$ cat src/hw/lic_pkg.sv
// Purpose: Shared constants and types for the line interface control block.
// Assumes: Four channels and a 100 MHz master clock.
// Notes: Field codes below are the line-side control encodings.
package lic_pkg;
  localparam int NCH = 4;
  localparam int CLK_PERIOD_NS = 10;
  // Transmit clock counts as lost after this long without an edge.
  localparam int TXCLK_LOSS_NS = 2000;
  localparam int TXCLK_LOSS_CYC = (TXCLK_LOSS_NS + CLK_PERIOD_NS - 1) / CLK_PERIOD_NS;
  localparam int LOSS_CNT_W = 8;
  localparam logic [LOSS_CNT_W-1:0] LOSS_LIMIT = LOSS_CNT_W'(TXCLK_LOSS_CYC);
  // Termination codes; the top bit selects external matching.
  localparam logic [2:0] TERM_E1_75 = 3'h0;
  localparam logic [2:0] TERM_E1_120 = 3'h1;
  localparam logic [2:0] TERM_T1 = 3'h2;
  localparam logic [2:0] TERM_J1 = 3'h3;
  localparam int TERM_EXT_BIT = 2;
  // Pulse template codes run from 0 up to the last build-out case.
  localparam logic [3:0] PULSE_MAX = 4'hb;
  localparam logic [3:0] PULSE_RST = 4'h0;
  // Monitor boost: 0 = 0 dB, 1 = 22 dB, 2 = 26 dB, 3 = 32 dB.
  localparam logic [1:0] BOOST_RST = 2'h0;
  // Observation period: 0 = 32, 1 = 64, 2 = 128, 3 = 256 symbols.
  localparam logic [1:0] OBS_RST = 2'h2;
  // Decision threshold: 0 = 40, 1 = 50, 2 = 60, 3 = 70 percent.
  localparam logic [1:0] THR_RST = 2'h1;
  localparam int RAIL_BIT = 1;
  localparam int ZS_BIT = 0;
  localparam logic [1:0] MODE_BYPASS = 2'h3;
  localparam int LOSS_W = 5;
  typedef enum logic [1:0] {
    LIC_DEC_AMI = 2'b00,
    LIC_DEC_B8ZS = 2'b01,
    LIC_DEC_HDB3 = 2'b10
  } lic_decoder_t;
endpackage : lic_pkg

$ cat src/hw/lic_eq_irq.sv
// Purpose: Equalizer range status tracking and its interrupt flag.
// Assumes: The status input is already synchronised to clk.
// Notes: A set in the same cycle as a read keeps the flag.
`timescale 1ns/1ps
module lic_eq_irq (
  input wire logic clk,
  input wire logic rst_b,
  input wire logic status_in,
  input wire logic edge_select,
  input wire logic flag_read,
  input wire logic irq_mask,
  output logic status_q,
  output logic flag_q,
  output wire logic irq
);
  logic flag_d;
  wire any_change = status_in ^ status_q;
  wire rise = status_in & ~status_q;
  wire flag_set = edge_select ? any_change : rise;
  assign flag_d = flag_set | (flag_q & ~flag_read);
  assign irq = flag_q & ~irq_mask;
  always_ff @(posedge clk or negedge rst_b) begin
    if (!rst_b) begin
      status_q <= 1'b0;
      flag_q <= 1'b0;
    end else begin
      status_q <= status_in;
      flag_q <= flag_d;
    end
  end
endmodule : lic_eq_irq

$ cat src/hw/lic_rx_path.sv
// Purpose: Receive decoder selection, rail mapping and recovery bypass.
// Assumes: Slicer inputs are synchronised; recovery and decoder inputs are on clk.
// Notes: All data outputs, and the receive clock, come from flip-flops.
`timescale 1ns/1ps
module lic_rx_path (
  input wire logic clk,
  input wire logic rst_b,
  input wire logic [1:0] rx_decode_mode,
  input wire logic t1j1_mode,
  input wire logic slicer_pos,
  input wire logic slicer_neg,
  input wire logic cdr_pos,
  input wire logic cdr_neg,
  input wire logic cdr_clock,
  input wire logic dec_data,
  input wire logic dec_code_err,
  output logic rx_data_pos,
  output logic rx_data_neg,
  output logic rx_clock_out,
  output lic_pkg::lic_decoder_t decoder_select,
  output wire logic cdr_bypass
);
  logic pos_d;
  logic neg_d;
  logic clk_d;
  wire dual_rail = rx_decode_mode[lic_pkg::RAIL_BIT];
  assign cdr_bypass = (rx_decode_mode == lic_pkg::MODE_BYPASS);
  wire zs_code = rx_decode_mode[lic_pkg::ZS_BIT];
  wire lic_pkg::lic_decoder_t zs_kind = t1j1_mode ? lic_pkg::LIC_DEC_B8ZS : lic_pkg::LIC_DEC_HDB3;
  wire lic_pkg::lic_decoder_t dec_d = zs_code ? zs_kind : lic_pkg::LIC_DEC_AMI;
  // Single rail carries data on one pin and code errors on the other.
  assign pos_d = cdr_bypass ? slicer_pos : (dual_rail ? cdr_pos : dec_data);
  assign neg_d = cdr_bypass ? slicer_neg : (dual_rail ? cdr_neg : dec_code_err);
  // The recovered clock passes through so its phase to the data is kept.
  assign clk_d = cdr_bypass ? (slicer_pos ^ slicer_neg) : cdr_clock;
  always_ff @(posedge clk or negedge rst_b) begin
    if (!rst_b) begin
      rx_data_pos <= 1'b0;
      rx_data_neg <= 1'b0;
      rx_clock_out <= 1'b0;
      decoder_select <= lic_pkg::LIC_DEC_AMI;
    end else begin
      rx_data_pos <= pos_d;
      rx_data_neg <= neg_d;
      rx_clock_out <= clk_d;
      decoder_select <= dec_d;
    end
  end
endmodule : lic_rx_path

$ cat src/hw/lic_top.sv
// Purpose: Per-channel line-side control and status for four line channels.
// Assumes: clk is the master clock; analog status and pins are asynchronous.
// Notes: Control fields are plain ports; there is no register bus.
`timescale 1ns/1ps
// What this block does
// - Transmit termination codes 000..011 and pulse template codes 0000..1011.
// - Transmit termination top bit selects external matching, refused in T1/J1 mode.
// - Receive termination codes 000..011; top bit set disables internal matching.
// - Global tristate pin or per-channel bit floats transmit outputs; circuits keep running.
// - Lost master clock floats transmit outputs of every channel.
// - Lost transmit clock floats that channel, except remote loopback or internal pattern.
// - Transmit outputs float after software reset, pin reset and power-on.
// - Transmit power-down powers off that channel only and floats its outputs.
// - Two-bit monitor boost selects 0, 22, 26 or 32 dB.
// - Equalizer enable bit switches the adaptive equalizer on or off.
// - Equalizer status reads one while the equalizer is out of range.
// - With edge select one, any status change sets the equalizer flag.
// - With edge select zero, only a rising status change sets the flag.
// - Reading the equalizer flag clears it.
// - Observation period 32, 64, 128 or 256 symbols; 128 after reset.
// - Five-bit read-only cable loss level, about 2 dB per step.
// - Two-bit slicer threshold selects 40, 50, 60 or 70 percent.
// - Recovery bypass only in dual rail; slicer then drives receive data pins.
// - Recovered receive clock follows data jitter and holds phase without pulses.
// - Decode mode picks AMI or B8ZS in T1/J1, AMI or HDB3 in E1.
// - Decode mode bit one picks single or dual rail; single carries code errors.
// - Decode mode 11 bypasses recovery; receive clock is XOR of both rails.
module lic_top (
  input wire logic clk,
  input wire logic rst_b,
  input wire logic soft_reset,
  input wire logic t1j1_mode,
  input wire logic tx_tristate_pin,
  input wire logic mclk_loss_ind,
  input wire logic [lic_pkg::NCH-1:0] tx_tristate,
  input wire logic [lic_pkg::NCH-1:0] tx_power_down,
  input wire logic [lic_pkg::NCH-1:0] remote_loop,
  input wire logic [lic_pkg::NCH-1:0] tx_pattern_mclk,
  input wire logic [lic_pkg::NCH-1:0][2:0] tx_term_select,
  input wire logic [lic_pkg::NCH-1:0][3:0] pulse_template_select,
  input wire logic [lic_pkg::NCH-1:0] tx_clock,
  input wire logic [lic_pkg::NCH-1:0] tx_data_pos,
  input wire logic [lic_pkg::NCH-1:0] tx_data_neg,
  input wire logic [lic_pkg::NCH-1:0][2:0] rx_term_select,
  input wire logic [lic_pkg::NCH-1:0][1:0] monitor_boost_select,
  input wire logic [lic_pkg::NCH-1:0] equalizer_enable,
  input wire logic [lic_pkg::NCH-1:0][1:0] observation_period_select,
  input wire logic [lic_pkg::NCH-1:0][1:0] decision_threshold_select,
  input wire logic [lic_pkg::NCH-1:0][1:0] rx_decode_mode,
  input wire logic [lic_pkg::NCH-1:0] eq_out_of_range,
  input wire logic [lic_pkg::NCH-1:0] equalizer_edge_select,
  input wire logic [lic_pkg::NCH-1:0] eq_irq_mask,
  input wire logic [lic_pkg::NCH-1:0] eq_flag_read,
  input wire logic [lic_pkg::NCH-1:0][lic_pkg::LOSS_W-1:0] cable_loss_raw,
  input wire logic [lic_pkg::NCH-1:0] slicer_pos,
  input wire logic [lic_pkg::NCH-1:0] slicer_neg,
  input wire logic [lic_pkg::NCH-1:0] cdr_pos,
  input wire logic [lic_pkg::NCH-1:0] cdr_neg,
  input wire logic [lic_pkg::NCH-1:0] cdr_clock,
  input wire logic [lic_pkg::NCH-1:0] dec_data,
  input wire logic [lic_pkg::NCH-1:0] dec_code_err,
  output logic [lic_pkg::NCH-1:0] tx_line_pos,
  output logic [lic_pkg::NCH-1:0] tx_line_neg,
  output logic [lic_pkg::NCH-1:0] tx_line_oe_b,
  output logic [lic_pkg::NCH-1:0] tx_path_off,
  output logic [lic_pkg::NCH-1:0] tx_clock_lost,
  output logic [lic_pkg::NCH-1:0] tx_int_term_en,
  output logic [lic_pkg::NCH-1:0][1:0] tx_term_code,
  output logic [lic_pkg::NCH-1:0][3:0] pulse_template_q,
  output logic [lic_pkg::NCH-1:0] rx_int_term_en,
  output logic [lic_pkg::NCH-1:0][1:0] rx_term_code,
  output logic [lic_pkg::NCH-1:0][1:0] monitor_boost_q,
  output logic [lic_pkg::NCH-1:0] equalizer_on,
  output logic [lic_pkg::NCH-1:0][1:0] observation_period_q,
  output logic [lic_pkg::NCH-1:0][1:0] decision_threshold_q,
  output logic [lic_pkg::NCH-1:0] equalizer_range_status,
  output logic [lic_pkg::NCH-1:0] equalizer_irq_flag,
  output wire logic [lic_pkg::NCH-1:0] eq_irq,
  output logic [lic_pkg::NCH-1:0][lic_pkg::LOSS_W-1:0] cable_loss_level,
  output logic [lic_pkg::NCH-1:0] rx_data_pos,
  output logic [lic_pkg::NCH-1:0] rx_data_neg,
  output logic [lic_pkg::NCH-1:0] rx_clock_out,
  output lic_pkg::lic_decoder_t [lic_pkg::NCH-1:0] decoder_select,
  output wire logic [lic_pkg::NCH-1:0] cdr_bypass
);
  // Global asynchronous inputs pass two flip-flops first.
  logic pin_meta_q;
  logic pin_sync_q;
  logic mloss_meta_q;
  logic mloss_sync_q;
  // The pin synchroniser starts at the floating level, so the lines stay quiet until sampled.
  always_ff @(posedge clk or negedge rst_b) begin
    if (!rst_b) begin
      pin_meta_q <= 1'b1;
      pin_sync_q <= 1'b1;
    end else begin
      pin_meta_q <= tx_tristate_pin;
      pin_sync_q <= pin_meta_q;
    end
  end

  always_ff @(posedge clk or negedge rst_b) begin
    if (!rst_b) begin
      mloss_meta_q <= 1'b0;
      mloss_sync_q <= 1'b0;
    end else begin
      mloss_meta_q <= mclk_loss_ind;
      mloss_sync_q <= mloss_meta_q;
    end
  end

  // Floats every channel at once.
  wire global_hiz = pin_sync_q | mloss_sync_q | soft_reset;

  genvar ch;
  generate
    for (ch = 0; ch < lic_pkg::NCH; ch++) begin : g_ch
      logic tclk_meta_q;
      logic tclk_sync_q;
      logic tclk_prev_q;
      logic [lic_pkg::LOSS_CNT_W-1:0] idle_cnt_q;
      logic [lic_pkg::LOSS_CNT_W-1:0] idle_cnt_d;
      logic lost_q;
      logic hiz_q;
      logic eq_meta_q;
      logic eq_sync_q;
      logic sp_meta_q;
      logic sp_sync_q;
      logic sn_meta_q;
      logic sn_sync_q;
      logic [lic_pkg::LOSS_W-1:0] loss_meta_q;
      logic [lic_pkg::LOSS_W-1:0] loss_sync_q;
      logic [lic_pkg::LOSS_W-1:0] loss_prev_q;
      logic [3:0] pulse_d;

      // Transmit clock watchdog: counts master cycles since the last edge.
      // The idle counter saturates, so a stopped clock keeps the loss flag without wrapping.
      wire tclk_edge = tclk_sync_q ^ tclk_prev_q;
      wire idle_full = (idle_cnt_q == lic_pkg::LOSS_LIMIT);
      assign idle_cnt_d = tclk_edge ? '0 :
                          (idle_full ? idle_cnt_q : idle_cnt_q + 1'b1);
      wire lost_d = ~tclk_edge & (idle_full | lost_q);

      // Loopback and master-timed patterns do not need the transmit clock.
      wire tclk_hiz = lost_q & ~remote_loop[ch] & ~tx_pattern_mclk[ch];
      wire hiz_d = global_hiz | tx_tristate[ch] | tx_power_down[ch] | tclk_hiz;

      // External transmit matching is refused in T1/J1 mode.
      wire tx_ext = tx_term_select[ch][lic_pkg::TERM_EXT_BIT] & ~t1j1_mode;
      // Template codes past the last build-out case are ignored.
      wire pulse_ok = (pulse_template_select[ch] <= lic_pkg::PULSE_MAX);
      assign pulse_d = pulse_ok ? pulse_template_select[ch] : pulse_template_q[ch];
      // The loss word crosses bit by bit, so it is taken only after two equal samples.
      wire loss_stable = (loss_sync_q == loss_prev_q);
      wire [lic_pkg::LOSS_W-1:0] loss_d = loss_stable ? loss_sync_q : cable_loss_level[ch];

      always_ff @(posedge clk or negedge rst_b) begin
        if (!rst_b) begin
          tclk_meta_q <= 1'b0;
          tclk_sync_q <= 1'b0;
          tclk_prev_q <= 1'b0;
        end else begin
          tclk_meta_q <= tx_clock[ch];
          tclk_sync_q <= tclk_meta_q;
          tclk_prev_q <= tclk_sync_q;
        end
      end

      always_ff @(posedge clk or negedge rst_b) begin
        if (!rst_b) begin
          eq_meta_q <= 1'b0;
          eq_sync_q <= 1'b0;
        end else begin
          eq_meta_q <= eq_out_of_range[ch];
          eq_sync_q <= eq_meta_q;
        end
      end

      always_ff @(posedge clk or negedge rst_b) begin
        if (!rst_b) begin
          sp_meta_q <= 1'b0;
          sp_sync_q <= 1'b0;
          sn_meta_q <= 1'b0;
          sn_sync_q <= 1'b0;
        end else begin
          sp_meta_q <= slicer_pos[ch];
          sp_sync_q <= sp_meta_q;
          sn_meta_q <= slicer_neg[ch];
          sn_sync_q <= sn_meta_q;
        end
      end

      always_ff @(posedge clk or negedge rst_b) begin
        if (!rst_b) begin
          loss_meta_q <= '0;
          loss_sync_q <= '0;
          loss_prev_q <= '0;
        end else begin
          loss_meta_q <= cable_loss_raw[ch];
          loss_sync_q <= loss_meta_q;
          loss_prev_q <= loss_sync_q;
        end
      end

      always_ff @(posedge clk or negedge rst_b) begin
        if (!rst_b) begin
          idle_cnt_q <= '0;
          lost_q <= 1'b0;
          hiz_q <= 1'b1;
        end else begin
          idle_cnt_q <= idle_cnt_d;
          lost_q <= lost_d;
          hiz_q <= hiz_d;
        end
      end

      // Data keeps flowing while floated, so the transmit circuits stay active.
      always_ff @(posedge clk or negedge rst_b) begin
        if (!rst_b) begin
          tx_line_pos[ch] <= 1'b0;
          tx_line_neg[ch] <= 1'b0;
        end else begin
          tx_line_pos[ch] <= tx_data_pos[ch];
          tx_line_neg[ch] <= tx_data_neg[ch];
        end
      end

      always_ff @(posedge clk or negedge rst_b) begin
        if (!rst_b) begin
          tx_line_oe_b[ch] <= 1'b1;
          tx_path_off[ch] <= 1'b0;
          tx_clock_lost[ch] <= 1'b0;
        end else begin
          tx_line_oe_b[ch] <= hiz_q;
          tx_path_off[ch] <= tx_power_down[ch];
          tx_clock_lost[ch] <= lost_q;
        end
      end

      always_ff @(posedge clk or negedge rst_b) begin
        if (!rst_b) begin
          tx_int_term_en[ch] <= 1'b1;
          tx_term_code[ch] <= lic_pkg::TERM_E1_75[1:0];
          pulse_template_q[ch] <= lic_pkg::PULSE_RST;
          rx_int_term_en[ch] <= 1'b1;
          rx_term_code[ch] <= lic_pkg::TERM_E1_75[1:0];
        end else begin
          tx_int_term_en[ch] <= ~tx_ext;
          tx_term_code[ch] <= tx_term_select[ch][1:0];
          pulse_template_q[ch] <= pulse_d;
          rx_int_term_en[ch] <= ~rx_term_select[ch][lic_pkg::TERM_EXT_BIT];
          rx_term_code[ch] <= rx_term_select[ch][1:0];
        end
      end

      always_ff @(posedge clk or negedge rst_b) begin
        if (!rst_b) begin
          monitor_boost_q[ch] <= lic_pkg::BOOST_RST;
          equalizer_on[ch] <= 1'b0;
          observation_period_q[ch] <= lic_pkg::OBS_RST;
          decision_threshold_q[ch] <= lic_pkg::THR_RST;
          cable_loss_level[ch] <= '0;
        end else begin
          monitor_boost_q[ch] <= monitor_boost_select[ch];
          equalizer_on[ch] <= equalizer_enable[ch];
          observation_period_q[ch] <= observation_period_select[ch];
          decision_threshold_q[ch] <= decision_threshold_select[ch];
          cable_loss_level[ch] <= loss_d;
        end
      end

      lic_eq_irq u_eq (
        .clk(clk),
        .rst_b(rst_b),
        .status_in(eq_sync_q),
        .edge_select(equalizer_edge_select[ch]),
        .flag_read(eq_flag_read[ch]),
        .irq_mask(eq_irq_mask[ch]),
        .status_q(equalizer_range_status[ch]),
        .flag_q(equalizer_irq_flag[ch]),
        .irq(eq_irq[ch])
      );

      lic_rx_path u_rx (
        .clk(clk),
        .rst_b(rst_b),
        .rx_decode_mode(rx_decode_mode[ch]),
        .t1j1_mode(t1j1_mode),
        .slicer_pos(sp_sync_q),
        .slicer_neg(sn_sync_q),
        .cdr_pos(cdr_pos[ch]),
        .cdr_neg(cdr_neg[ch]),
        .cdr_clock(cdr_clock[ch]),
        .dec_data(dec_data[ch]),
        .dec_code_err(dec_code_err[ch]),
        .rx_data_pos(rx_data_pos[ch]),
        .rx_data_neg(rx_data_neg[ch]),
        .rx_clock_out(rx_clock_out[ch]),
        .decoder_select(decoder_select[ch]),
        .cdr_bypass(cdr_bypass[ch])
      );
    end
  endgenerate
endmodule : lic_top

$ cat config.mk
export PLATFORM = sky130hd
export DESIGN_NAME = lic_top
export DESIGN_NICKNAME = d
export VERILOG_FILES = /design/src/hw/lic_pkg.sv /design/src/hw/lic_eq_irq.sv /design/src/hw/lic_rx_path.sv /design/src/hw/lic_top.sv
export SDC_FILE = /design/constraint.sdc
export NUM_CORES = 1
export LEC_CHECK = 0
export ABC_AREA = 1
export CAP_MARGIN = 10
export CORE_MARGIN = 2
export CORE_UTILIZATION = 41
export DETAILED_ROUTE_END_ITERATION = 16
export DONT_BUFFER_PORTS = 1
export HOLD_SLACK_MARGIN = 0.05
export PLACE_DENSITY_LB_ADDON = 0.12
export SLEW_MARGIN = 30
export SYNTH_ARGS = -nofsm -noshare
export SYNTH_HDL_FRONTEND = slang
export SYNTH_SLANG_ARGS = --single-unit
$ cat constraint.sdc
create_clock -name clk -period 1.35 [get_ports clk]
set_input_delay 0.0675 -clock clk [delete_from_list [all_inputs] [get_ports clk]]
set_output_delay 0.0675 -clock clk [all_outputs]
set_load 0.01 [all_outputs]
=== After elaboration in Yosys (flattened, before gate mapping) ===
Index checks and enable logic that the tools add are counted.

* Bits in latches: 0
* Memory bits (writable): 0
* Flip-flop bits (word level): 276
* Logic and storage cells: 304
* Memories kept: 0
* Input bits: 174
* ROM bits: 0

* $add $sub $neg: 4
* Equality and inequality tests: 16
* Order comparisons: 4
* Multiply operators: 0
* Shift operators: 0
* Div/mod/pow operators: 0
* Bitwise gates (word level): 95
* Reductions and logical operators: 0
* Mux-type cells: 37

{| class="wikitable"
|+ Operators by type and width
! operator !! count
|-
| $mux 8 || 8
|-
| $not 1->1 || 33
|-
| $add 8x1->8 const B || 4
|-
| $eq 8x8->1 const B || 4
|-
| $and 1x1->1 || 28
|-
| $mux 1 || 24
|-
| $or 1x1->1 || 22
|-
| $eq 5x5->1 || 4
|-
| $le 4x4->1 const B || 4
|-
| $xor 1x1->1 || 12
|-
| $mux 2 || 5
|-
| $eq 2x2->1 const B || 4
|-
| $ne 2x2->1 const B || 4
|}

=== Depth between registers and ports, before layout ===
* Word-level depth: 5
* Mapped depth: 7
* Depth with buffers taken out: 7

=== Hierarchy ===
A second synthesis with hierarchy kept.

* Cells, all modules: 788
* Area, all modules: 9593.0 um2

{| class="wikitable"
|+ Modules (own cells, without submodules)
! module !! area an instance (um2) !! cells each !! times used
|-
| lic_top || 8231.6 || 628 || 1
|-
| lic_rx_path || 231.5 || 27 || 4
|-
| lic_eq_irq || 108.9 || 13 || 4
|}

=== Worst setup path before layout ===
OpenSTA, ideal clock, no wires.

* Path kind: register to register
* From: register g_ch[2].idle_cnt_q[0] (netlist bit)
* To: register g_ch[2].idle_cnt_q[2] (netlist bit)
* Required time: 1235 ps
* Arrival: 997 ps
* Stages on the path, launching flop included: 5
* Period minus slack after synthesis: 1112 ps
* Buffers on the path: 0
* Setup slack: 238 ps
* Path through: dfrtp_1 ha_1 or2_2 nand4_1 inv_1

* Cells in the longest elaborated chain, start to end: 3
* Elaborated cells between the ends (all ways): 5

{| class="wikitable"
|+ RTL lines
! item !! RTL line !! RTL
|-
| start, declared || lic_top.sv:121 || <nowiki>logic [lic_pkg::LOSS_CNT_W-1:0] idle_cnt_q;</nowiki>
|-
| start signal, assigned || lic_top.sv:211 || <nowiki>idle_cnt_q <= idle_cnt_d;</nowiki>
|-
| $add 8x1->8 || lic_top.sv:141 || <nowiki>(idle_full ? idle_cnt_q : idle_cnt_q + 1'b1);</nowiki>
|-
| $mux 8 || lic_top.sv:141 ||
|-
| $mux 8 || lic_top.sv:140 || <nowiki>assign idle_cnt_d = tclk_edge ? '0 :</nowiki>
|}

Several ways; a longest one is shown, not always the timed one. The select of a mux whose other input is x is not followed.
A chain may end at the register's enable or synchronous reset.

=== Worst setup path after layout ===
* From: register g_ch[3].u_eq.flag_q
* To: output eq_irq[3] (netlist bit)

* Cells in the longest elaborated chain, start to end: 1

{| class="wikitable"
|+ RTL lines
! item !! RTL line !! RTL
|-
| start, declared || lic_eq_irq.sv:13 || <nowiki>output logic flag_q,</nowiki>
|-
| start signal, assigned || lic_eq_irq.sv:28 || <nowiki>flag_q <= flag_d;</nowiki>
|-
| $and 1x1->1 || lic_eq_irq.sv:21 || <nowiki>assign irq = flag_q & ~irq_mask;</nowiki>
|-
| end, declared || lic_top.sv:78 || <nowiki>output wire logic [lic_pkg::NCH-1:0] eq_irq,</nowiki>
|}

No other way between the ends.

==> results.md <==
- CP Capture Type: primary output
- Highest attainable clock frequency: 788.7 MHz
- Number of distinct library cells after synthesis: 33
- Top area cells in the synthesized netlist: dfrtp_1 65%, dfstp_2 7.1%, nand2_1 6.1%, inv_1 3.9%, buf_4 2.2%
- Initial antenna violation count: 0
- Hold-fix buffers at CTS: 190
- Yosys warning total: 0
- Reg-to-reg setup timing slack: 120 ps
- Global-route wire length before repair: 32640 um
- TritonCTS buffer count: 29
- Delay of the slowest cell on the worst path: 420 ps
- Worst endpoint required time: 1280 ps
- Core occupancy in the finished layout: 54.51%
- Fillcell total: 1949
- Clk_skew: 10.22 ps
- Routed wire length: 20630 um
- Footprint of the multi-input gates: 2116 sq um
- Share of synthesized registers carrying an async set or reset: 100.0%
- Die height: 157.4 um
- Most instantiated flip-flop cell in the synthesis netlist: dfrtp_1
- Starting utilization of the core area: 41.47%
- Worst min path class: in -> async
- Count of antenna diodes in the layout: 0
- Final Hold Fails: 276
- Classification of the worst setup path: reg -> out
- Initial detailed-routing violation count: 353
- Synth-to-layout area growth: 31.44%
- # placed instances: 1078
- Worst slew slack as a fraction of its limit: 52.02%
- Port bufs: 0
- Via count of the first global-routing pass: 6489
- Worst setup path start: g_ch[3].u_eq.flag_q
- CTS clock-pin slew for the worst setup and hold paths: 60 ps
- Post-route minimum period: 1268 ps
- DRT Pass-1 Iters: 4
- Transition time at the pin with the least slew margin: 719.6 ps
- Synth Cell Area: 9648 sq um
- Clock tree from TritonCTS: yes
- Number of nets in the synthesized netlist: 972
- Largest area contributor in the netlist: dfrtp_1
- Total number of clock tree sinks: 276
- Clock tree root driver cell: clkbuf_16
- Final count of negative-setup-slack endpoints: 0
- Syn Inst Count: 786
- Startpoint types: flip-flop
- Violated checks: hold timing
- Remaining routing DRC violations: 0
- Outcome: finished with violations
- Mean Syn Cell Area: 12.27 sq um
- R2R depth: 6
- Total area of sequential cells: 6939 sq um
- Top cells by count, synth: 250 x dfrtp_1, 156 x nand2_1, 100 x inv_1
- Final GP Congestion: 0.8111
- Number of non-filler instances in the completed layout: 1324
- Largest net degree at the start of global routing: 277
- Reg-to-reg critical path startpoint: g_ch[3].idle_cnt_q[1]
- Overall overflow remaining after global route: 0
- Total vias in the final route: 6080
- Clk Latency, worst-skew pair: 530 ps
- Share of the synthesized area in the top cell type: 64.84%
- Leakage: 5.950 nW
- Max-cap violation count: 0
- Floorplan die area: 24770 sq um
- Combined global-route utilization of all metal layers: 16.63%
- H-tree depth: 1
- Final slew viol count: 0
- Number of buffers between clock root and the deepest sink: 3
- Ratio of cells with drive above 1 in the final layout: 12.94%
- Flops & latches, synth: 276
- Remaining number of nets flagged by the antenna check after routing: 0
- Final instance area: 12680 sq um
- Final hold slack: -768.0 ps
- Die extent in x: 157.4 um
- Area of the placeable core: 23260 sq um
- EDFF count, synth: 0
- CP Max Fanout: 2
- Unrepaired setup endpoints after global routing: true
- Drt via density: 4.592
- Final worst-path cycle share: 93.92%
- Area post-placement: 9856 sq um
- Worst IR Drop VDD: 0.8353 mV
- Routed length per instance: 15.58 um
- Most frequent cell after synthesis: dfrtp_1
- Arrival @ worst endpoint: 1200 ps
- Crit path max-delay cell type: dfrtp_1
- I/O Pins: 318
- Total number of nets in the final design: 1169
- Share of synthesized area occupied by flip-flops and latches: 71.92%
- Pwr Density: 1425 nW/um^2
- Number of placement rows: 56
- Cell-by-cell trace of the critical path: inv_1, nor2_2
- Hpwl dp: 12870 um
-- cell usage in the layout (no fill, tap or decap), types with 9 or more instances in the layout --
master / count
dfrtp_1: 250
dlygate4sd3_1: 190
nand2_1: 156
inv_1: 100
nand4_1: 32
nand3_1: 31
nor2_1: 30
clkbuf_16: 29
dfstp_2: 26
a21oi_1: 18
o21ai_1: 12
clkbuf_1: 12
ha_1: 11
nor2_4: 9
-- sequential cells by signal (all words and copies together) (netlist names), 8 cells and up --
| name | flops |
|---|---|
| g_ch.idle_cnt_q | 32 |
| cable_loss_level | 20 |
| g_ch.loss_meta_q | 20 |
| g_ch.loss_prev_q | 20 |
| g_ch.loss_sync_q | 20 |
| pulse_template_q | 16 |
| decision_threshold_q | 8 |
| g_ch.u_rx.decoder_select | 8 |
| monitor_boost_q | 8 |
| observation_period_q | 8 |
| rx_term_code | 8 |
| tx_term_code | 8 |
-- timing repair --
action	4_1_cts	5_1_grt
gates resized for setup	0	8
endpoints found under the setup margin	0	11
buffers inserted	0	3
endpoints found under the hold margin	422	276
-- layer usage --
layer	global-route usage, %	vias to the layer above	share of wire [%]
met5	0	-	0
met4	4.545	0	1.8
met3	4.185	32	7.4
met2	29.42	190	52
met1	20.20	2991	39
li1	-	2867	-
-- stage by stage --
| step | TNS, ps | setup slack [ps] | hold slack, ps | total power, mW |
|---|---|---|---|---|
| 6_report | 0 | 82.02 | -768.0 | 18.07 |
| 3_3_place_gp | 0 | 168.2 | -222.2 | 10.40 |
| 2_1_floorplan | 0 | 238.3 | -228.1 | 10.27 |
| 3_5_place_dp | 0 | 92.63 | -222.9 | 10.46 |
| 4_1_cts | 0 | 0.05584 | -790.9 | 18.29 |
| 5_1_grt | -14.64 | -14.64 | -799.8 | 18.95 |
-- kinds of logic after synthesis --
kind of cell	Yosys count	synth area share, %
flip-flops	276	71.92
buffers and inverters	136	6.419
multiplexers	8	0.9338
AND/OR/NAND/NOR	289	14.38
adder cells (fa/ha/maj)	12	1.556
AO/OA/AOI/OAI	53	3.307
XOR/XNOR	12	1.478
-- final cells by class --
type,count,share of cell area [%]
multi-input combinational,374,16.68
timing repair buffer,198,15.47
tap,319,3.148
clock inverter,8,0.3848
clock buffer,45,6.512
sequential,276,54.72
inverter,104,3.078
-- path summary, 6_finish.rpt --
check                                           to
max                                      eq_irq[3]
min                                rx_term_code[6]
max reg2reg                  g_ch[3].idle_cnt_q[6]
min reg2reg                 g_ch[3].loss_sync_q[0]
max in group asynchronous    g_ch[2].idle_cnt_q[2]
min in group clk           decision_threshold_q[2]
-- worst max-delay path: cells and delay by family (launching register included) --
kind                   cells  cell delay [ps]
DFF                        1              420
buffers and inverters      1              100
and+or+nand+nor            1              160
-- where the power goes --
| part | internal, mW | switching [mW] | total (mW) | leakage, nW |
|---|---|---|---|---|
| clock | 4.19 | 3.07 | 7.26 | 0.424 |
| sequential | 8.91 | 0.632 | 9.54 | 3.31 |
| combinational | 0.712 | 0.562 | 1.27 | 2.22 |
| total | 13.8 | 4.26 | 18.1 | 5.95 |
Power figures use the tool's default switching activity.
